===== src/rtl/lmw_pkg.sv =====
// package: register map, field layout, opcodes and sizes for the write command block
package lmw_pkg;
    // wishbone byte offsets (word aligned)
    localparam logic [7:0] OFS_DATA    = 8'h00;
    localparam logic [7:0] OFS_FEAT    = 8'h04;
    localparam logic [7:0] OFS_COUNT   = 8'h08;
    localparam logic [7:0] OFS_ADDR_LO = 8'h0C;
    localparam logic [7:0] OFS_ADDR_MD = 8'h10;
    localparam logic [7:0] OFS_ADDR_HI = 8'h14;
    localparam logic [7:0] OFS_DEVICE  = 8'h18;
    localparam logic [7:0] OFS_CMD     = 8'h1C;
    localparam logic [7:0] OFS_ERROR   = 8'h20;
    localparam logic [7:0] OFS_STATUS  = 8'h24;
    localparam logic [7:0] OFS_MULT    = 8'h28;
    localparam logic [7:0] OFS_LOGCTL  = 8'h2C;
    localparam logic [7:0] OFS_COMMIT  = 8'h30;
    localparam logic [7:0] OFS_EVENTS  = 8'h34;
    // opcodes
    localparam logic [7:0] CMD_WRITE_LOG  = 8'h3F;
    localparam logic [7:0] CMD_WRITE_MULT = 8'hC5;
    localparam logic [7:0] CMD_WRITE_MEXT = 8'h39;
    // field positions
    localparam int ERR_ABT_BIT = 2;
    localparam int ST_BSY_BIT  = 7;
    localparam int ST_RDY_BIT  = 6;
    localparam int ST_DSC_BIT  = 4;
    localparam int ST_DRQ_BIT  = 3;
    localparam int ST_ERR_BIT  = 0;
    localparam int DEV_LBA_BIT = 6;
    // reset values
    localparam logic [7:0] STATUS_RST = 8'h50;
    localparam logic [7:0] MULT_RST   = 8'h01;
    // sizes
    localparam int WORDS_PER_SECTOR = 256;  // 512 bytes in 16-bit words
    localparam int LOG_SECTORS      = 4;    // per log page kept on chip
    localparam logic [8:0] MULT_ZERO_COUNT = 9'h100;

    typedef enum logic [3:0] {
        LMW_IDLE = 4'b0001,
        LMW_XFER = 4'b0010,
        LMW_DONE = 4'b0100,
        LMW_ABRT = 4'b1000
    } lmw_state_t;

    // wishbone request carrier
    typedef struct packed {
        logic        cyc;
        logic        stb;
        logic        we;
        logic [7:0]  adr;
        logic [3:0]  sel;
        logic [31:0] dat;
    } lmw_wb_req_t;
endpackage : lmw_pkg


===== src/rtl/lmw_addr_step.sv =====
// address stepper: advances a chs or 28-bit lba location by one sector
`timescale 1ns/100ps
module lmw_addr_step #(
    parameter logic [7:0] MAX_SECT = 8'h3F,
    parameter logic [3:0] MAX_HEAD = 4'hF
) (
    input  wire logic        lba_mode,
    input  wire logic [7:0]  addr_lo,
    input  wire logic [7:0]  addr_md,
    input  wire logic [7:0]  addr_hi,
    input  wire logic [3:0]  head,
    output logic      [7:0]  next_lo,
    output logic      [7:0]  next_md,
    output logic      [7:0]  next_hi,
    output logic      [3:0]  next_head
);
    logic [27:0] lba;
    logic [15:0] cyl;

    // lba wraps at 28 bits; chs walks sector, then head, then cylinder
    always_comb begin
        lba       = {head, addr_hi, addr_md, addr_lo} + 28'h0000001;
        cyl       = {addr_hi, addr_md};
        next_lo   = addr_lo;
        next_md   = addr_md;
        next_hi   = addr_hi;
        next_head = head;
        if (lba_mode) begin
            {next_head, next_hi, next_md, next_lo} = lba;
        end else if (addr_lo < MAX_SECT) begin
            next_lo = addr_lo + 8'h01;
        end else begin
            next_lo = 8'h01;
            if (head < MAX_HEAD) begin
                next_head = head + 4'h1;
            end else begin
                next_head = 4'h0;
                {next_hi, next_md} = cyl + 16'h0001;
            end
        end
    end
endmodule : lmw_addr_step


===== src/rtl/lmw_core.sv =====
// write command block: task file, log write, multiple write, wishbone slave
`timescale 1ns/100ps
module lmw_core #(
    parameter int LOGS    = 16,
    parameter int LOG_SEC = lmw_pkg::LOG_SECTORS
) (
    input  wire logic                 clk,
    input  wire logic                 rst,
    input  wire lmw_pkg::lmw_wb_req_t wb_req,
    output logic                      wb_ack,
    output logic [31:0]               wb_dat_o,
    output logic                      intrq,
    output logic                      media_we,
    output logic [27:0]               media_addr,
    output logic [15:0]               media_data,
    input  wire logic                 media_fault
);
    localparam int WPS = lmw_pkg::WORDS_PER_SECTOR;
    localparam int MW  = $clog2(LOGS * LOG_SEC * WPS);

    lmw_pkg::lmw_state_t state;
    logic [7:0]  feat, feat_prev, cnt, cnt_prev, lo, lo_prev, md, md_prev, hi, device;
    logic [7:0]  err, status, mult;
    logic [15:0] ro_mask, sup_mask;       // per-log read-only / supported flags
    logic [15:0] remaining;               // sectors still to move
    logic [8:0]  word_cnt;                // words inside current sector
    logic [7:0]  blk_cnt;                 // sectors inside current block
    logic [7:0]  cmd;
    logic [7:0]  nlo, nmd, nhi;
    logic [3:0]  nhead;
    logic [15:0] log_mem [LOGS*LOG_SEC*WPS];
    logic [MW-1:0] log_ptr;
    logic        acc, wr, first_sec, step;

    assign acc = wb_req.cyc && wb_req.stb && !wb_ack;
    assign wr  = acc && wb_req.we;
    // address steps on the first word of each later sector, so a fault between
    // sectors leaves the registers on the last sector fully taken
    assign step = state == lmw_pkg::LMW_XFER && cmd != lmw_pkg::CMD_WRITE_LOG && wr
                  && !media_fault && wb_req.adr == lmw_pkg::OFS_DATA
                  && word_cnt == 9'h000 && !first_sec;

    lmw_addr_step u_step (
        .lba_mode  (device[lmw_pkg::DEV_LBA_BIT]),
        .addr_lo   (lo),
        .addr_md   (md),
        .addr_hi   (hi),
        .head      (device[3:0]),
        .next_lo   (nlo),
        .next_md   (nmd),
        .next_hi   (nhi),
        .next_head (nhead)
    );

    // single-cycle ack, one cycle after stb; unmapped reads give zero
    always_ff @(posedge clk) begin
        if (rst) begin
            wb_ack <= 1'b0;
        end else begin
            wb_ack <= acc;
        end
    end

    // read mux registered at the request edge so data and ack stand together
    always_ff @(posedge clk) begin
        if (rst) begin
            wb_dat_o <= 32'h00000000;
        end else if (acc) begin
            case (wb_req.adr)
                lmw_pkg::OFS_COUNT:   wb_dat_o <= {24'h000000, cnt};
                lmw_pkg::OFS_ADDR_LO: wb_dat_o <= {24'h000000, lo};
                lmw_pkg::OFS_ADDR_MD: wb_dat_o <= {24'h000000, md};
                lmw_pkg::OFS_ADDR_HI: wb_dat_o <= {24'h000000, hi};
                lmw_pkg::OFS_DEVICE:  wb_dat_o <= {24'h000000, device};
                lmw_pkg::OFS_ERROR:   wb_dat_o <= {24'h000000, err};
                lmw_pkg::OFS_STATUS:  wb_dat_o <= {24'h000000, status};
                lmw_pkg::OFS_MULT:    wb_dat_o <= {24'h000000, mult};
                lmw_pkg::OFS_LOGCTL:  wb_dat_o <= {sup_mask, ro_mask};
                default:              wb_dat_o <= 32'h00000000;
            endcase
        end
    end

    // configuration registers written only while idle
    always_ff @(posedge clk) begin
        if (rst) begin
            mult     <= lmw_pkg::MULT_RST;
            ro_mask  <= 16'h0001;             // directory log is read only
            sup_mask <= 16'hFFFF;
        end else if (wr && state == lmw_pkg::LMW_IDLE) begin
            if (wb_req.adr == lmw_pkg::OFS_MULT && wb_req.sel[0] && wb_req.dat[7:0] != 8'h00)
                mult <= wb_req.dat[7:0];
            if (wb_req.adr == lmw_pkg::OFS_LOGCTL && wb_req.sel[0])
                ro_mask[7:0] <= wb_req.dat[7:0];
            if (wb_req.adr == lmw_pkg::OFS_LOGCTL && wb_req.sel[1])
                ro_mask[15:8] <= wb_req.dat[15:8];
            if (wb_req.adr == lmw_pkg::OFS_LOGCTL && wb_req.sel[2])
                sup_mask[7:0] <= wb_req.dat[23:16];
            if (wb_req.adr == lmw_pkg::OFS_LOGCTL && wb_req.sel[3])
                sup_mask[15:8] <= wb_req.dat[31:24];
        end
    end

    // log page writes: data word stored at a running pointer
    always_ff @(posedge clk) begin
        if (state == lmw_pkg::LMW_XFER && cmd == lmw_pkg::CMD_WRITE_LOG && wr
            && wb_req.adr == lmw_pkg::OFS_DATA)
            log_mem[log_ptr] <= wb_req.dat[15:0];
    end

    // media write strobe per received word of a multiple write
    always_ff @(posedge clk) begin
        if (rst) begin
            media_we   <= 1'b0;
            media_addr <= 28'h0000000;
            media_data <= 16'h0000;
        end else begin
            media_we <= state == lmw_pkg::LMW_XFER && cmd != lmw_pkg::CMD_WRITE_LOG
                        && wr && wb_req.adr == lmw_pkg::OFS_DATA;
            if (wr && wb_req.adr == lmw_pkg::OFS_DATA) begin
                media_addr <= step ? {nhead, nhi, nmd, nlo} : {device[3:0], hi, md, lo};
                media_data <= wb_req.dat[15:0];
            end
        end
    end

    // command state machine and task file
    always_ff @(posedge clk) begin
        if (rst) begin
            state     <= lmw_pkg::LMW_IDLE;
            {feat, feat_prev, cnt, cnt_prev} <= 32'h00000000;
            {lo, lo_prev, md, md_prev, hi}   <= 40'h0000000000;
            device    <= 8'h00;
            cmd       <= 8'h00;
            err       <= 8'h00;
            status    <= lmw_pkg::STATUS_RST;
            remaining <= 16'h0000;
            word_cnt  <= 9'h000;
            blk_cnt   <= 8'h00;
            log_ptr   <= '0;
            intrq     <= 1'b0;
            first_sec <= 1'b0;
        end else begin
            intrq <= 1'b0;
            case (state)
                lmw_pkg::LMW_IDLE: begin
                    if (wr && wb_req.sel[0]) begin
                        case (wb_req.adr)
                            lmw_pkg::OFS_FEAT: begin
                                feat_prev <= feat;
                                feat      <= wb_req.dat[7:0];
                            end
                            lmw_pkg::OFS_COUNT: begin
                                cnt_prev <= cnt;
                                cnt      <= wb_req.dat[7:0];
                            end
                            lmw_pkg::OFS_ADDR_LO: begin
                                lo_prev <= lo;
                                lo      <= wb_req.dat[7:0];
                            end
                            lmw_pkg::OFS_ADDR_MD: begin
                                md_prev <= md;
                                md      <= wb_req.dat[7:0];
                            end
                            lmw_pkg::OFS_ADDR_HI: hi <= wb_req.dat[7:0];
                            lmw_pkg::OFS_DEVICE:  device <= wb_req.dat[7:0];
                            lmw_pkg::OFS_CMD: begin
                                cmd <= wb_req.dat[7:0];
                                err <= 8'h00;
                                status <= 8'h00;
                                status[lmw_pkg::ST_BSY_BIT] <= 1'b1;
                                state <= lmw_pkg::LMW_ABRT;
                                word_cnt <= 9'h000;
                                blk_cnt  <= 8'h00;
                                first_sec <= 1'b1;
                                if (wb_req.dat[7:0] == lmw_pkg::CMD_WRITE_LOG) begin
                                    // log number in lo, first log sector {md_prev,md}
                                    remaining <= {cnt_prev, cnt};
                                    log_ptr <= MW'(lo) * MW'(LOG_SEC * WPS);
                                    if (!(lo < 8'(LOGS)) || !sup_mask[lo[3:0]]
                                        || {cnt_prev, cnt} == 16'h0000
                                        || {md_prev, md} != 16'h0000) begin
                                        state <= lmw_pkg::LMW_ABRT;
                                    end else if (ro_mask[lo[3:0]]) begin
                                        state <= lmw_pkg::LMW_ABRT;
                                    end else if ({cnt_prev, cnt} > 16'(LOG_SEC)) begin
                                        state <= lmw_pkg::LMW_ABRT;
                                    end else begin
                                        state <= lmw_pkg::LMW_XFER;
                                    end
                                end else if (wb_req.dat[7:0] == lmw_pkg::CMD_WRITE_MULT) begin
                                    remaining <= (cnt == 8'h00) ? 16'(lmw_pkg::MULT_ZERO_COUNT)
                                                                : {8'h00, cnt};
                                    state <= lmw_pkg::LMW_XFER;
                                end
                            end
                            default: ;
                        endcase
                    end
                end
                lmw_pkg::LMW_XFER: begin
                    status[lmw_pkg::ST_BSY_BIT] <= 1'b0;
                    status[lmw_pkg::ST_DRQ_BIT] <= 1'b1;
                    // a fault ends the command at once; count keeps untransferred sectors
                    if (media_fault) begin
                        state <= lmw_pkg::LMW_ABRT;
                    end else if (wr && wb_req.adr == lmw_pkg::OFS_DATA) begin
                        log_ptr <= log_ptr + MW'(1);
                        // address registers move to a sector only once its data starts
                        if (step) begin
                            lo          <= nlo;
                            md          <= nmd;
                            hi          <= nhi;
                            device[3:0] <= nhead;
                        end
                        if (word_cnt == 9'(WPS - 1)) begin
                            word_cnt  <= 9'h000;
                            remaining <= remaining - 16'h0001;
                            cnt       <= 8'(remaining - 16'h0001);
                            first_sec <= 1'b0;
                            // one interrupt per block: one sector for log, mult for c5
                            if (cmd == lmw_pkg::CMD_WRITE_LOG || blk_cnt == mult - 8'h01
                                || remaining == 16'h0001) begin
                                intrq   <= 1'b1;
                                blk_cnt <= 8'h00;
                            end else begin
                                blk_cnt <= blk_cnt + 8'h01;
                            end
                            if (remaining == 16'h0001)
                                state <= lmw_pkg::LMW_DONE;
                        end else begin
                            word_cnt <= word_cnt + 9'h001;
                        end
                    end
                end
                lmw_pkg::LMW_DONE: begin
                    status <= lmw_pkg::STATUS_RST;
                    state  <= lmw_pkg::LMW_IDLE;
                end
                lmw_pkg::LMW_ABRT: begin
                    err[lmw_pkg::ERR_ABT_BIT]    <= 1'b1;
                    status <= lmw_pkg::STATUS_RST;
                    status[lmw_pkg::ST_ERR_BIT] <= 1'b1;
                    intrq  <= 1'b1;
                    state  <= lmw_pkg::LMW_IDLE;
                end
                default: state <= lmw_pkg::LMW_IDLE;
            endcase
        end
    end

    // abort and opcode checks
    chk_abort_flags: assert property (@(posedge clk) disable iff (rst)
        state == lmw_pkg::LMW_ABRT |=> err[lmw_pkg::ERR_ABT_BIT] && status[lmw_pkg::ST_ERR_BIT])
        else $error("abort did not flag error");
    chk_bad_opcode: assert property (@(posedge clk) disable iff (rst)
        state == lmw_pkg::LMW_IDLE && wr && wb_req.adr == lmw_pkg::OFS_CMD && wb_req.sel[0]
        && wb_req.dat[7:0] != lmw_pkg::CMD_WRITE_LOG
        && wb_req.dat[7:0] != lmw_pkg::CMD_WRITE_MULT
        |=> state == lmw_pkg::LMW_ABRT)
        else $error("unknown opcode not aborted");
    chk_fault_abort: assert property (@(posedge clk) disable iff (rst)
        state == lmw_pkg::LMW_XFER && media_fault |=> state == lmw_pkg::LMW_ABRT)
        else $error("media fault did not abort");

    // log command checks
    chk_ro_abort: assert property (@(posedge clk) disable iff (rst)
        state == lmw_pkg::LMW_IDLE && wr && wb_req.adr == lmw_pkg::OFS_CMD && wb_req.sel[0]
        && wb_req.dat[7:0] == lmw_pkg::CMD_WRITE_LOG && ro_mask[lo[3:0]]
        |=> state == lmw_pkg::LMW_ABRT)
        else $error("read-only log write not aborted");
    chk_log_size: assert property (@(posedge clk) disable iff (rst)
        state == lmw_pkg::LMW_IDLE && wr && wb_req.adr == lmw_pkg::OFS_CMD && wb_req.sel[0]
        && wb_req.dat[7:0] == lmw_pkg::CMD_WRITE_LOG && {cnt_prev, cnt} > 16'(LOG_SEC)
        |=> state == lmw_pkg::LMW_ABRT)
        else $error("oversize log write not aborted");
    chk_log_start: assert property (@(posedge clk) disable iff (rst)
        $rose(state == lmw_pkg::LMW_XFER) && cmd == lmw_pkg::CMD_WRITE_LOG
        |-> int'(log_ptr) == int'(lo) * LOG_SEC * WPS)
        else $error("log data not started at first sector");
    chk_log_no_media: assert property (@(posedge clk) disable iff (rst)
        state == lmw_pkg::LMW_XFER && cmd == lmw_pkg::CMD_WRITE_LOG |=> !media_we)
        else $error("log data reached the media");

    // multiple write, interrupt source and completion checks
    chk_zero_count: assert property (@(posedge clk) disable iff (rst)
        state == lmw_pkg::LMW_IDLE && wr && wb_req.adr == lmw_pkg::OFS_CMD && wb_req.sel[0]
        && wb_req.dat[7:0] == lmw_pkg::CMD_WRITE_MULT && cnt == 8'h00
        |=> remaining == 16'h0100)
        else $error("zero count not taken as 256");
    chk_media_commit: assert property (@(posedge clk) disable iff (rst)
        state == lmw_pkg::LMW_XFER && cmd == lmw_pkg::CMD_WRITE_MULT && wr
        && wb_req.adr == lmw_pkg::OFS_DATA |=> media_we && media_data == $past(wb_req.dat[15:0]))
        else $error("data word not committed");
    chk_mid_block_quiet: assert property (@(posedge clk) disable iff (rst)
        state == lmw_pkg::LMW_XFER && cmd == lmw_pkg::CMD_WRITE_MULT && !media_fault && wr
        && wb_req.adr == lmw_pkg::OFS_DATA && word_cnt == 9'(WPS - 1)
        && blk_cnt != mult - 8'h01 && remaining != 16'h0001 |=> !intrq)
        else $error("interrupt inside a block");
    chk_irq_source: assert property (@(posedge clk) disable iff (rst)
        intrq |-> $past(state) == lmw_pkg::LMW_ABRT || $past(word_cnt) == 9'(WPS - 1))
        else $error("interrupt without block end");
    chk_done_count: assert property (@(posedge clk) disable iff (rst)
        state == lmw_pkg::LMW_DONE |-> remaining == 16'h0000)
        else $error("sectors left at completion");
    chk_done_cnt_reg: assert property (@(posedge clk) disable iff (rst)
        state == lmw_pkg::LMW_DONE |-> cnt == 8'h00)
        else $error("count register not zero at completion");

    // bus and configuration checks
    chk_ack_pulse: assert property (@(posedge clk) disable iff (rst)
        wb_ack |=> !wb_ack)
        else $error("ack longer than one cycle");
    chk_cfg_frozen: assert property (@(posedge clk) disable iff (rst)
        state != lmw_pkg::LMW_IDLE |=> $stable(mult) && $stable(ro_mask) && $stable(sup_mask))
        else $error("configuration changed during a command");

    // scenario covers
    cov_log_ok:  cover property (@(posedge clk) disable iff (rst)
        state == lmw_pkg::LMW_DONE && cmd == lmw_pkg::CMD_WRITE_LOG);
    cov_mult_ok: cover property (@(posedge clk) disable iff (rst)
        state == lmw_pkg::LMW_DONE && cmd == lmw_pkg::CMD_WRITE_MULT);
    cov_abort:   cover property (@(posedge clk) disable iff (rst) state == lmw_pkg::LMW_ABRT);
    cov_zero_count: cover property (@(posedge clk) disable iff (rst)
        state == lmw_pkg::LMW_XFER && remaining == 16'h0100);
    cov_fault:   cover property (@(posedge clk) disable iff (rst)
        state == lmw_pkg::LMW_XFER && media_fault);
endmodule : lmw_core


===== config.mk =====
export PLATFORM = sky130hd
export DESIGN_NAME = lmw_core
export DESIGN_NICKNAME = d
export VERILOG_FILES = /design/src/rtl/lmw_pkg.sv /design/src/rtl/lmw_addr_step.sv /design/src/rtl/lmw_core.sv
export SDC_FILE = /design/constraint.sdc
export NUM_CORES = 1
export LEC_CHECK = 0
export BUFFER_PORTS_ARGS = -buffer_cell sky130_fd_sc_hd__buf_2
export CORE_ASPECT_RATIO = 1.25
export CORE_MARGIN = 2
export CORE_UTILIZATION = 45
export CTS_CLUSTER_SIZE = 24
export DETAILED_ROUTE_END_ITERATION = 12
export PLACE_DENSITY = 0.75
export SLEW_MARGIN = 40
export SYNTH_ARGS = -nofsm -noshare
export SYNTH_HDL_FRONTEND = slang
export SYNTH_SLANG_ARGS = --single-unit

===== constraint.sdc =====
create_clock -name clk -period 6.35 [get_ports clk]
set_clock_uncertainty 0.05 [all_clocks]
set_input_delay 0.3175 -clock clk [delete_from_list [all_inputs] [get_ports clk]]
set_output_delay 0.3175 -clock clk [all_outputs]
set_load 0.1 [all_outputs]

# --- Word level (Yosys, flattened, before mapping) ---
# Cells that the tools add are included.
word_totals:
  latch_bits: 0
  elab_cells: 246
  reg_bits: 230
  input_bits: 50
  out_inout_bits: 79
  rom_bits: 0
  mem_count: 0
  ramBits: 0
op_classes:
  eq_ne: 36
  shift: 0
  n_div: 0
  n_lt_le_gt_ge: 5
  multipliers: 0
  mux: 101
  bitwise: 0
  addsub: 8
  n_reduce_logical: 66
op_table:
  columns: ["cell", "count"]
  rows:
  - ["$mux W8", 36]
  - ["$pmux W32 S9", 1]
  - ["$mux W16", 7]
  - ["$pmux W8 S2", 5]
  - ["$mux W4", 19]
  - ["$mux W9", 6]
  - ["$eq A8 B6 Y1 const B", 6]
  - ["$reduce_and A6 Y1", 6]
  - ["$eq A8 B5 Y1 const B", 4]
  - ["$pmux W16 S2", 1]
  - ["$add A28 B1 Y28 const B", 1]
  - ["$mux W28", 1]
  - ["$reduce_and A3 Y1", 9]
  - ["$logic_and A1 B1 Y1", 19]
  - ["$ne A2 B1 Y1 const B", 9]
  - ["$pmux W9 S2", 1]
  - ["$add A16 B1 Y16 const B", 1]
  - ["$add A8 B1 Y8 const B", 2]
  - ["$eq A16 B1 Y1 const B", 1]
  - ["$eq A8 B4 Y1 const B", 2]
  - ["$gt A16 B3 Y1 const B", 1]
  - ["$logic_not A16 Y1", 1]
  - ["$logic_not A8 Y1", 2]
  - ["$pmux W4 S2", 2]
  - ["38 further kinds", 73]

# --- Depth between registers and ports, before layout ---
# Gate-level depths: netlist of the first run.
depth:
  depth_word: 12
  ltp_mapped: 10
  ltp_nobuf: 9

# --- By module ---
# A second synthesis of the first run with hierarchy kept.
hier_totals:
  cells_unflattened: 1412
  hier_area_um2: 11404.7
by_module_without_submodules:
  columns: ["mod", "cells_each", "n_inst", "seq_area_each_um2", "area_per_inst_um2"]
  rows:
  - ["lmw_core", 1287, 1, 4524.3, 10581.4]
  - ["lmw_addr_step", 125, 1, 0.0, 823.3]

# --- Worst setup path after synthesis of the first run ---
# Ideal clock, no wire load.
synth_timing:
  kind: "register to register"
  startpoint: "reg wb_ack"
  endpoint: "reg word_cnt[6]"
  setup_time_ns: 0.130
  stages_incl_launch_ff: 8
  period_less_slack_ns: 2.671
  t_required_ns: 6.170
  n_path_buf: 0
  arrival_time_ns: 2.491
  slack_ns: 3.679
  path_cell_list: "dfxtp_1 -> nand4b_1 -> or4_4 -> a211o_4 -> or2_4 -> nor2_2 -> xnor2_1 -> nor3_2"
synth_between:
  elab_chain_len: 6
  elab_cells_between_ends: 8
  classes_between: "eq/ne (2); reduce/logical (6)"
synth_rtl:
  columns: ["element", "line_no", "text"]
  rows:
  - ["start, declared", "lmw_core.sv:10", "output logic wb_ack,"]
  - ["start signal, assigned", "lmw_core.sv:58", "wb_ack <= 1'b0;"]
  - ["start signal, assigned", "lmw_core.sv:60", "wb_ack <= acc;"]
  - ["$logic_not A1 Y1 *", "lmw_core.sv:35", "assign acc = wb_req.cyc && wb_req.stb && !wb_ack;"]
  - ["$logic_and A1 B1 Y1 *", "lmw_core.sv:35", null]
  - ["$logic_and A1 B1 Y1 *", "lmw_core.sv:36", "assign wr = acc && wb_req.we;"]
  - ["$logic_and A1 B1 Y1, on equally long branches", "lmw_core.sv:207, lmw_core.sv:147", null]
  - ["$ne A2 B1 Y1 (no line)", null, null]
  - ["$reduce_and A5 Y1 (no line) *", null, null]
  - ["end signal, assigned", "lmw_core.sv:232", "word_cnt <= word_cnt + 9'h001;"]
  - ["end, declared", "lmw_core.sv:26", "logic [8:0] word_cnt;"]
# Every way passes the cells marked *; elsewhere a longest branch is shown, timed or not.
# A chain may end at the register's enable or synchronous reset.

# --- Worst setup path in the final report of the first run ---
layout_timing:
  startpoint: "in wb_req[38] (netlist name)"
  endpoint: "reg remaining[13]"
layout_between:
  elab_chain_len: 4
  elab_cells_between_ends: 6
  classes_between: "eq/ne (3); reduce/logical (3)"
layout_rtl:
  columns: ["element", "line_no", "text"]
  rows:
  - ["start, declared", "lmw_core.sv:9", "input wire lmw_pkg::lmw_wb_req_t wb_req,"]
  - ["$logic_not A8 Y1", "lmw_core.sv:207", "end else if (wr && wb_req.adr == lmw_pkg::OFS_DATA) begin"]
  - ["$logic_and A1 B1 Y1", "lmw_core.sv:207", null]
  - ["$ne A2 B1 Y1 (no line)", null, null]
  - ["$reduce_and A7 Y1 (no line) *", null, null]
  - ["end signal, assigned", "lmw_core.sv:178", "remaining <= {cnt_prev, cnt};"]
  - ["end signal, assigned", "lmw_core.sv:192", "remaining <= (cnt == 8'h00) ? 16'(lmw_pkg::MULT_ZERO_COUNT)"]
  - ["end signal, assigned", "lmw_core.sv:218", "remaining <= remaining - 16'h0001;"]
  - ["end, declared", "lmw_core.sv:25", "logic [15:0] remaining;"]
# Marked as above.

==> impl_metrics.env, run 1 <==
export IMPL_synth_warnings=0
export IMPL_crit_fanout=16
export IMPL_setup_viol=0
export IMPL_crit_slowest_cell="nor4bb_1"
export IMPL_drtIter0Drc=1341
export IMPL_hold_buffers=17
export IMPL_insertedDiodeCount=0
export IMPL_syn_inst=1472
export IMPL_top_usage_layer="met2"
export IMPL_final_nets=1593
export IMPL_ff2ff_setup_slack_ns=3.28
export IMPL_wl_per_cell_um=20.0
export IMPL_die_x_um=146
export IMPL_core_region_area_mm2=0.0250
export IMPL_crit_family="simple AND/OR/NAND/NOR gates"
export IMPL_htree_levels=1
export IMPL_irDropWorstVdd_v=0.000207
export IMPL_cts_tree="done"
export IMPL_async_flop_share_pct=0
export IMPL_path_class="in2reg"
export IMPL_p_per_area_mw_per_mm2=224
export IMPL_pin_count=129
export IMPL_ant_nets=0
export IMPL_grt_pass1_vias=10645
export IMPL_cts_sinks=226
export IMPL_avgViaCountPerCell=6.07
export IMPL_ctsResizeCount=0
export IMPL_slowest_delay_ns=0.82
export IMPL_netlist_cell_type_count=77
export IMPL_num_rows=65
export IMPL_slew_headroom_pct=40.1
export IMPL_reg2regPathDepth=8
export IMPL_dp_hpwl_um=26000
export IMPL_grt_overflow=0
export IMPL_r2r_start="lo[0]"
export IMPL_required_ns=6.70
export IMPL_post_cts_buffers=0
export IMPL_numCtsBuffers=23
export IMPL_totalWireLength_um=37600
export IMPL_path_buf_inv=1
export IMPL_first_pass_iters=8
export IMPL_cts_buffer_depth=3
export IMPL_syn_nets=1532
export IMPL_synth_area_mm2=0.0114
export IMPL_port_buffer_count=128
export IMPL_post_route_min_period_ns=3.08
export IMPL_synth_edf_count=0
export IMPL_clk_latency_ns=0.52
export IMPL_via_count=11435
export IMPL_drive_gt1_share_pct=13.7
export IMPL_final_cells=1883
export IMPL_hold_end="sup_mask[1]"
export IMPL_worstSetupEndpointType="flop"
export IMPL_cp_start_kind="primary input"
export IMPL_crit_arrival_ns=3.43
export IMPL_status="finished clean"
export IMPL_r2r_end="media_addr[23]"
export IMPL_synth_seq_cells=226
export IMPL_min_path_type="in2reg"
export IMPL_min_delay_start="wb_req[17]"
export IMPL_dp_cells=1826
export IMPL_worstPathCellList="buf_2, nor4bb_1, a41oi_1, nor2_1, o21ai_2, nor2_1, o21ai_0, a31o_2"
export IMPL_dieArea_mm2=0.0266
export IMPL_syn2layout_area_growth_pct=14.8
export IMPL_post_route_period_util_pct=48.5
export IMPL_initial_core_util_pct=45.5
export IMPL_min_path_cells=3
export IMPL_met1_usage_pct=33.4
export IMPL_grt_max_degree=107
export IMPL_grt_use_met2_pct=46.1
export IMPL_grt_pass1_wl_um=58600
export IMPL_leakagePower_nw=4.77
export IMPL_crit_cells=8
export IMPL_place_gp_congestion=0.968
export IMPL_synth_area_per_cell_um2=7.74
export IMPL_finalSetupTns_ns=0
export IMPL_slew_viol_final=0
export IMPL_rsz0062_at_grt="false"
export IMPL_max_freq_mhz=325
export IMPL_cts_root_buf="clkbuf_16"
export IMPL_synth_main_ff_cell="dfxtp_1"
export IMPL_path_clk_slew_ns=0.06
export IMPL_worst_pin_slew_ns=0.887
export IMPL_hold_viol=0
export IMPL_die_h_um=182
export IMPL_met3_usage_pct=4.70
export IMPL_yosysSeqAreaShare_pct=39.7
export IMPL_fill_cells=2392
export IMPL_grt_total_usage_pct=27.2
export IMPL_cap_viol_max_count=0
export IMPL_cpMostUsedCell="nor2_1"
export IMPL_drc_errors=0
export IMPL_antenna_found_initial=0
==> cells in the mapped netlist, drive strengths merged, types with 8 or more instances <==
library cell	number	share of area, %
and2	11	0.60
o31ai	13	0.86
a22oi	27	1.8
a31oi	9	0.49
nand2	199	6.6
inv	23	0.76
nor3b	10	0.66
nand3	70	3.1
nand4	16	0.88
dfxtp	226	40
o211ai	10	0.66
or4	8	0.59
buf	12	0.48
a21oi	111	4.9
clkbuf	105	3.5
nor4	22	1.4
nor3	45	2.1
a311oi	11	0.85
nor2	211	7.0
and3	13	0.71
mux2i	49	4.3
o21ai	69	3.1
ha	10	1.1
or3	11	0.60
xnor2	33	2.5
a211oi	29	1.9
xor2	10	0.77
==> area by class of cell <==
class                           instances  area [um^2]  area share [%]
Timing Repair Buffer                  153          881            6.74
Inverter                               23         87.6           0.670
Clock buffer                           32          669            5.12
Tap cell                              335          419            3.21
Sequential cell                       226         4520            34.6
Multi-Input combinational cell       1106         6410            49.0
Clock inverter                          8         80.1           0.613
==> state kept, by name, indices dropped and copies added, names as in the netlist, 9 cells and up <==
name	cells
ro_mask	16
remaining	16
wb_dat_o	32
sup_mask	16
media_data	16
media_addr	28
word_cnt	9
==> worst register-to-register path: stages (launching register included) <==
cell	delay, ns
dfxtp_1	0.83
ha_1	0.40
nand4_1	0.19
o21ai_0	0.35
a32oi_1	0.27
nand2b_1	0.34
nor3_1	0.24
xnor2_1	0.09
a211oi_1	0.22
==> metrics by stage <==
stage	setup slack, ns	hold slack (ns)	total power, mW	cell area (um^2)	util [%]
floorplan	3.68	0.381	1.54	11400	-
global placement	2.90	0.385	1.59	12100	48.3
detailed placement	2.74	0.391	1.59	12100	48.5
CTS	3.28	0.00155	2.94	13100	52.1
global route	3.02	0.0106	3.01	13100	52.2
finish	3.27	0.00741	2.93	13100	52.2
==> worst max path at each step <==
stage	slack, ns	start	to
after floorplan	3.68	wb_ack	word_cnt[6]
after global placement	2.90	wb_req[41]	remaining[2]
after global routing	3.02	lo[0]	media_addr[23]
after detailed placement	2.74	wb_req[41]	remaining[13]
after CTS	3.28	wb_req[41]	remaining[2]
final	3.27	wb_req[38]	remaining[13]
==> kinds of logic (layout without fill, tap and decap cells) <==
group | Yosys count | in the layout | share of synthesized area [%]
muxes | 52 | 52 | 4.60
DFF | 226 | 226 | 39.7
xor gates and xnor gates | 43 | 43 | 3.31
buffers and inverters | 140 | 216 | 4.70
and+or+nand+nor | 656 | 656 | 26.9
adders and majority gates | 10 | 10 | 1.10
AOI/OAI and AO/OA | 345 | 345 | 19.7
==> power by group <==
part	internal (mW)	leakage, nW	switching [mW]
registers	1.42	1.82	0.00311
clock network	0.779	0.362	0.580
logic	0.0356	2.59	0.112
total	2.24	4.77	0.695
==> layer usage <==
metal	part of all wire [%]	wire length, um
met5	0	0
met4	5.2	1980
met2	47	17800
met3	7.7	2890
met1	40	15000
==> placed cells by master, fill, tap and decap left out, drive strengths merged, types with 8 or more instances in the layout <==
master,synthesis,routed
mux2i,49,49
and3,13,13
or4,8,8
inv,23,24
nor4,22,22
a311oi,11,11
nor3,45,45
o21ai,69,69
nand3,70,70
a31oi,9,9
or3,11,11
xor2,10,10
xnor2,33,33
nand2,199,199
nor3b,10,10
nor2,211,211
and2,11,11
clkbuf,105,32
dfxtp,226,226
ha,10,10
a211oi,29,29
a22oi,27,27
o31ai,13,13
buf,12,136
dlygate4sd3,0,17
a21oi,111,111
o211ai,10,10
nand4,16,16
No activity file was read; power rests on OpenSTA's default activity.
==> run 2: changes to the inputs <==
--- a/config.mk
+++ b/config.mk
@@ -11,7 +11,7 @@
 export CORE_UTILIZATION = 45
 export CTS_CLUSTER_SIZE = 24
 export DETAILED_ROUTE_END_ITERATION = 12
-export PLACE_DENSITY = 0.75
+export PLACE_DENSITY = 0.77
 export SLEW_MARGIN = 40
 export SYNTH_ARGS = -nofsm -noshare
 export SYNTH_HDL_FRONTEND = slang
==> constraint.sdc (replaced) <==
create_clock -name clk -period 2.6 [get_ports clk]
set_clock_uncertainty 0.05 [all_clocks]
set_input_delay 0.13 -clock clk [delete_from_list [all_inputs] [get_ports clk]]
set_output_delay 0.13 -clock clk [all_outputs]
set_load 0.1 [all_outputs]
==> impl_metrics.env, run 2 (synthesized netlist as in run 1, its figures left out) <==
export IMPL_syn2layout_area_growth_pct=20.7
export IMPL_dieArea_mm2=0.0266
export IMPL_cts_tree="done"
export IMPL_drive_gt1_share_pct=17.2
export IMPL_dp_cells=1904
export IMPL_final_cells=1972
export IMPL_wl_per_cell_um=19.7
export IMPL_p_per_area_mw_per_mm2=507
export IMPL_post_route_period_util_pct=95.3
export IMPL_drc_errors=0
export IMPL_totalWireLength_um=38900
export IMPL_cts_sinks=226
export IMPL_min_path_cells=4
export IMPL_max_freq_mhz=404
export IMPL_hold_viol=0
export IMPL_grt_pass1_wl_um=61900
export IMPL_post_route_min_period_ns=2.48
export IMPL_ff2ff_setup_slack_ns=0.12
export IMPL_die_h_um=182
export IMPL_via_count=11837
export IMPL_pin_count=129
export IMPL_regMostFlops="wb_dat_o"
export IMPL_ant_nets=0
export IMPL_layout_common_cells="225 x dfxtp_1, 207 x nor2_1, 198 x nand2_1"
export IMPL_layout_commonest_cell="dfxtp_1"
export IMPL_numCtsBuffers=22
export IMPL_die_x_um=146
export IMPL_min_path_type="in2reg"
export IMPL_grt_max_degree=61
export IMPL_core_region_area_mm2=0.0250
export IMPL_cts_root_buf="clkbuf_16"
export IMPL_p_total_mw=6.97
export IMPL_drtIter0Drc=1349
export IMPL_avgViaCountPerCell=6.00
export IMPL_worstSetupEndpointType="flop"
export IMPL_num_rows=65
export IMPL_largest_register_ffs=32
export IMPL_status="finished clean"
export IMPL_leakagePower_nw=5.20
export IMPL_crit_arrival_ns=2.84
export IMPL_fill_cells=2379
export IMPL_grt_total_usage_pct=28.8
export IMPL_cp_start_kind="flop"
export IMPL_dpl_instance_area_mm2=0.0127
export IMPL_slew_viol_final=0
export IMPL_path_class="reg2reg"
export IMPL_htree_levels=1
export IMPL_rsz0062_at_grt="true"
export IMPL_cap_viol_max_count=0
export IMPL_place_gp_congestion=0.995
export IMPL_clk_latency_ns=0.52
export IMPL_path_clk_slew_ns=0.07
export IMPL_grt_overflow=0
export IMPL_antenna_found_initial=0
export IMPL_first_pass_iters=6
export IMPL_slew_headroom_pct=53.1
export IMPL_reg_top3="wb_dat_o x32, media_addr x28"
export IMPL_irDropWorstVdd_v=0.000537
export IMPL_grt_pass1_vias=11307
export IMPL_initial_core_util_pct=45.5
export IMPL_reg2regPathDepth=8
export IMPL_port_buffer_count=128
export IMPL_fin_area_mm2=0.0137
export IMPL_final_nets=1685
export IMPL_dp_hpwl_um=27700
export IMPL_crit_fanout=11
export IMPL_required_ns=2.96
export IMPL_worst_pin_slew_ns=0.704
export IMPL_setup_viol=0
export IMPL_cts_buffer_depth=3
run 2: timing repair:
| item | in CTS | in global routing |
|---|---|---|
| resized for setup | 0 | 6 |
| hold buffers | 32 | 0 |
| endpoints found under the hold margin | 56 | 0 |
| setup buffers | 0 | 0 |
| setup endpoints to repair | 0 | 24 |
run 2: cell type report:
type                    count  area, um^2  area share (%)
diodes                      1        2.50          0.0182
clock buffers              28         604            4.40
clock inverters             7        62.6           0.455
inverters                  23        86.3           0.628
multi-input cells        1106        6370            46.3
flip-flops and latches    226        4530            32.9
well taps                 335         419            3.05
repair buffers            246        1680            12.2
run 2: metal layers:
layer  vias to the layer above  global-route usage, %  share of wire, %
li1                       5551                      -                 -
met1                      5564                   34.5                39
met2                       585                   49.2                47
met3                       137                   5.33               8.3
met4                         0                   14.6               5.6
met5                         -                      0                 0
run 2: report_power, final:
group	internal [mW]	switching, mW
clock network	1.73	1.35
registers	3.47	0.00756
logic	0.123	0.285
run 2: stage by stage:
step,hold slack [ns],setup WS [ns],TNS (ns),utilization (%)
6_report,0.0405,0.122,0,54.9
5_1_grt,0.0521,-0.0158,-0.0184,54.9
4_1_cts,0.0282,0.0548,0,54.8
3_5_place_dp,0.292,0.0837,0,50.8
3_3_place_gp,0.288,0.147,0,50.8
2_1_floorplan,0.204,0.171,0,-
run 2: worst max-delay path, stage by stage, from the launching register on:
cell and delay (ns):
dfxtp_1 0.35, or4b_1 0.57, nor2_2 0.23, nand4_1 0.31, nand2_2 0.22, and3_1 0.22, buf_12 0.14, nor2_1 0.04
a311oi_1 0.24
run 2: final timing paths:
kind | from | endpoint
worst min-delay path | wb_req[3] | cmd[3]
worst max-delay path | state[0] | lo[7]
worst max register to register | state[0] | lo[7]
worst min register to register | media_data[10] | media_data[10]
==> run 3: changes to the inputs <==
--- a/config.mk
+++ b/config.mk
@@ -6,12 +6,14 @@
 export NUM_CORES = 1
 export LEC_CHECK = 0
 export BUFFER_PORTS_ARGS = -buffer_cell sky130_fd_sc_hd__buf_2
+export CAP_MARGIN = 20
 export CORE_ASPECT_RATIO = 1.25
 export CORE_MARGIN = 2
 export CORE_UTILIZATION = 45
 export CTS_CLUSTER_SIZE = 24
 export DETAILED_ROUTE_END_ITERATION = 12
 export PLACE_DENSITY = 0.77
+export REMOVE_ABC_BUFFERS = 1
 export SLEW_MARGIN = 40
 export SYNTH_ARGS = -nofsm -noshare
 export SYNTH_HDL_FRONTEND = slang
==> impl_metrics.env, run 3 (synthesized netlist as in run 1, its figures left out) <==
export IMPL_irDropWorstVdd_v=0.000566
export IMPL_required_ns=2.96
export IMPL_post_cts_buffers=0
export IMPL_fin_area_mm2=0.0139
export IMPL_setup_viol=0
export IMPL_routed_wl_met3_um=2730
export IMPL_worstSetupEndpointType="flop"
export IMPL_crit_arrival_ns=2.82
export IMPL_place_gp_congestion=1.02
export IMPL_fill_cells=2418
export IMPL_htree_levels=1
export IMPL_totalWireLength_um=38000
export IMPL_cap_viol_max_count=0
export IMPL_regMostFlops="wb_dat_o"
export IMPL_met2_length_um=18000
export IMPL_status="finished clean"
export IMPL_path_buf_inv=1
export IMPL_numCtsBuffers=23
export IMPL_wl_per_cell_um=19.1
export IMPL_cts_sinks=226
export IMPL_avgViaCountPerCell=5.89
export IMPL_grt_pass1_vias=11120
export IMPL_pin_count=129
export IMPL_reg_top3="wb_dat_o x32, media_addr x28"
export IMPL_post_route_min_period_ns=2.46
export IMPL_worst_pin_slew_ns=0.924
export IMPL_drive_gt1_share_pct=17.6
export IMPL_cp_start_kind="flop"
export IMPL_p_per_area_mw_per_mm2=529
export IMPL_grt_overflow=0
export IMPL_die_x_um=146
export IMPL_slowest_delay_ns=0.56
export IMPL_layout_common_cells="226 x dfxtp_1, 208 x nor2_1, 198 x nand2_1"
export IMPL_min_path_type="in2reg"
export IMPL_ant_nets=0
export IMPL_crit_slowest_cell="or4_1"
export IMPL_layout_commonest_cell="dfxtp_1"
export IMPL_max_freq_mhz=407
export IMPL_clk_latency_ns=0.53
export IMPL_cts_tree="done"
export IMPL_hold_viol=0
export IMPL_die_h_um=182
export IMPL_first_pass_iters=6
export IMPL_dpl_instance_area_mm2=0.0128
export IMPL_regArea_mm2=0.00452
export IMPL_crit_family="simple AND/OR/NAND/NOR gates"
export IMPL_final_nets=1694
export IMPL_worstPathCellList="or4_1, or3_1, nand3b_1, nor2b_1, o21ai_2, nor2_1, buf_4, a22o_1"
export IMPL_post_route_period_util_pct=94.5
export IMPL_grt_max_degree=185
export IMPL_slew_headroom_pct=38.4
export IMPL_largest_register_ffs=32
export IMPL_initial_core_util_pct=45.5
export IMPL_port_buffer_count=128
export IMPL_top_layer_used="met4"
export IMPL_slew_viol_final=0
export IMPL_grt_total_usage_pct=28.0
export IMPL_via_count=11705
export IMPL_core_region_area_mm2=0.0250
export IMPL_wl_met1_um=15800
export IMPL_dieArea_mm2=0.0266
export IMPL_drc_errors=0
export IMPL_path_class="reg2reg"
export IMPL_leakagePower_nw=5.30
export IMPL_finish_utilization_pct=55.5
export IMPL_cts_root_buf="clkbuf_16"
export IMPL_num_rows=65
export IMPL_drtIter0Drc=1044
export IMPL_multi_input_area_mm2=0.00636
export IMPL_crit_fanout=8
export IMPL_syn2layout_area_growth_pct=22.0
export IMPL_grt_pass1_wl_um=60400
export IMPL_dp_hpwl_um=27100
export IMPL_antenna_found_initial=0
export IMPL_cts_buffer_depth=3
export IMPL_path_clk_slew_ns=0.06
-- run 3: cell types whose count changed in the layout (fill, tap and decap cells not counted), moves of 2 or more --
cell and change:
clkbuf_8 +4, buf_12 -2, dlygate4sd3_1 +2, bufinv_16 +2, buf_4 +8
-- run 3: routing by layer --
metal,global-route usage (%),vias to the layer above
met2,47.5,474
met3,4.30,102
met4,10.6,0
li1,-,5576
met5,0,-
met1,36.0,5553
-- run 3: power breakdown --
part,leakage [nW],switching (mW),internal (mW)
registers,1.82,0.00736,3.47
clock network,0.390,1.41,2.06
logic,3.09,0.277,0.120
total,5.30,1.70,5.65
-- run 3: final timing paths --
| kind | start | cells after the start | slack (ns) | endpoint |
|---|---|---|---|---|
| min | wb_req[34] | 4 | 0.03 | sup_mask[4] |
| max reg2reg | remaining[6] | 8 | 0.14 | blk_cnt[7] |
| min reg2reg | media_data[12] | 2 | 0.40 | media_data[12] |
| max | remaining[6] | 8 | 0.14 | blk_cnt[7] |
-- run 3: timing repair --
item	CTS	global route
setup endpoints to repair	0	5
endpoints found under the hold margin	60	0
gates resized for setup	0	2
hold buffers	34	0
-- run 3: worst register-to-register path, cell delays in order (launching register included) --
cell      delay (ns)
dfxtp_1         0.37
or4_1           0.56
or3_1           0.35
nand3b_1        0.26
nor2b_1         0.21
o21ai_2         0.11
nor2_1          0.07
buf_4           0.16
a22o_1          0.22
-- run 3: stage by stage --
step	setup slack (ns)	power, mW	instances	TNS [ns]	hold WS (ns)
2_1_floorplan	-3.02	3.69	1355	-270.12	0.149
3_3_place_gp	-0.0790	3.90	1910	-1.40	0.292
3_5_place_dp	-0.0707	3.90	1910	-0.617	0.292
4_1_cts	0.120	7.38	1985	0	0.0207
5_1_grt	-0.000872	7.54	1985	-0.000872	0.0514
6_report	0.144	7.35	1986	0	0.0296
-- run 3: final cells by class --
class | instances | share of cell area, %
tap | 335 | 3.02
multi-input combinational | 1106 | 45.8
sequential | 226 | 32.6
antenna | 1 | 0.0180
timing repair buffer | 254 | 12.3
clock buffer | 31 | 4.72
clock inverter | 10 | 0.946
inverter | 23 | 0.622
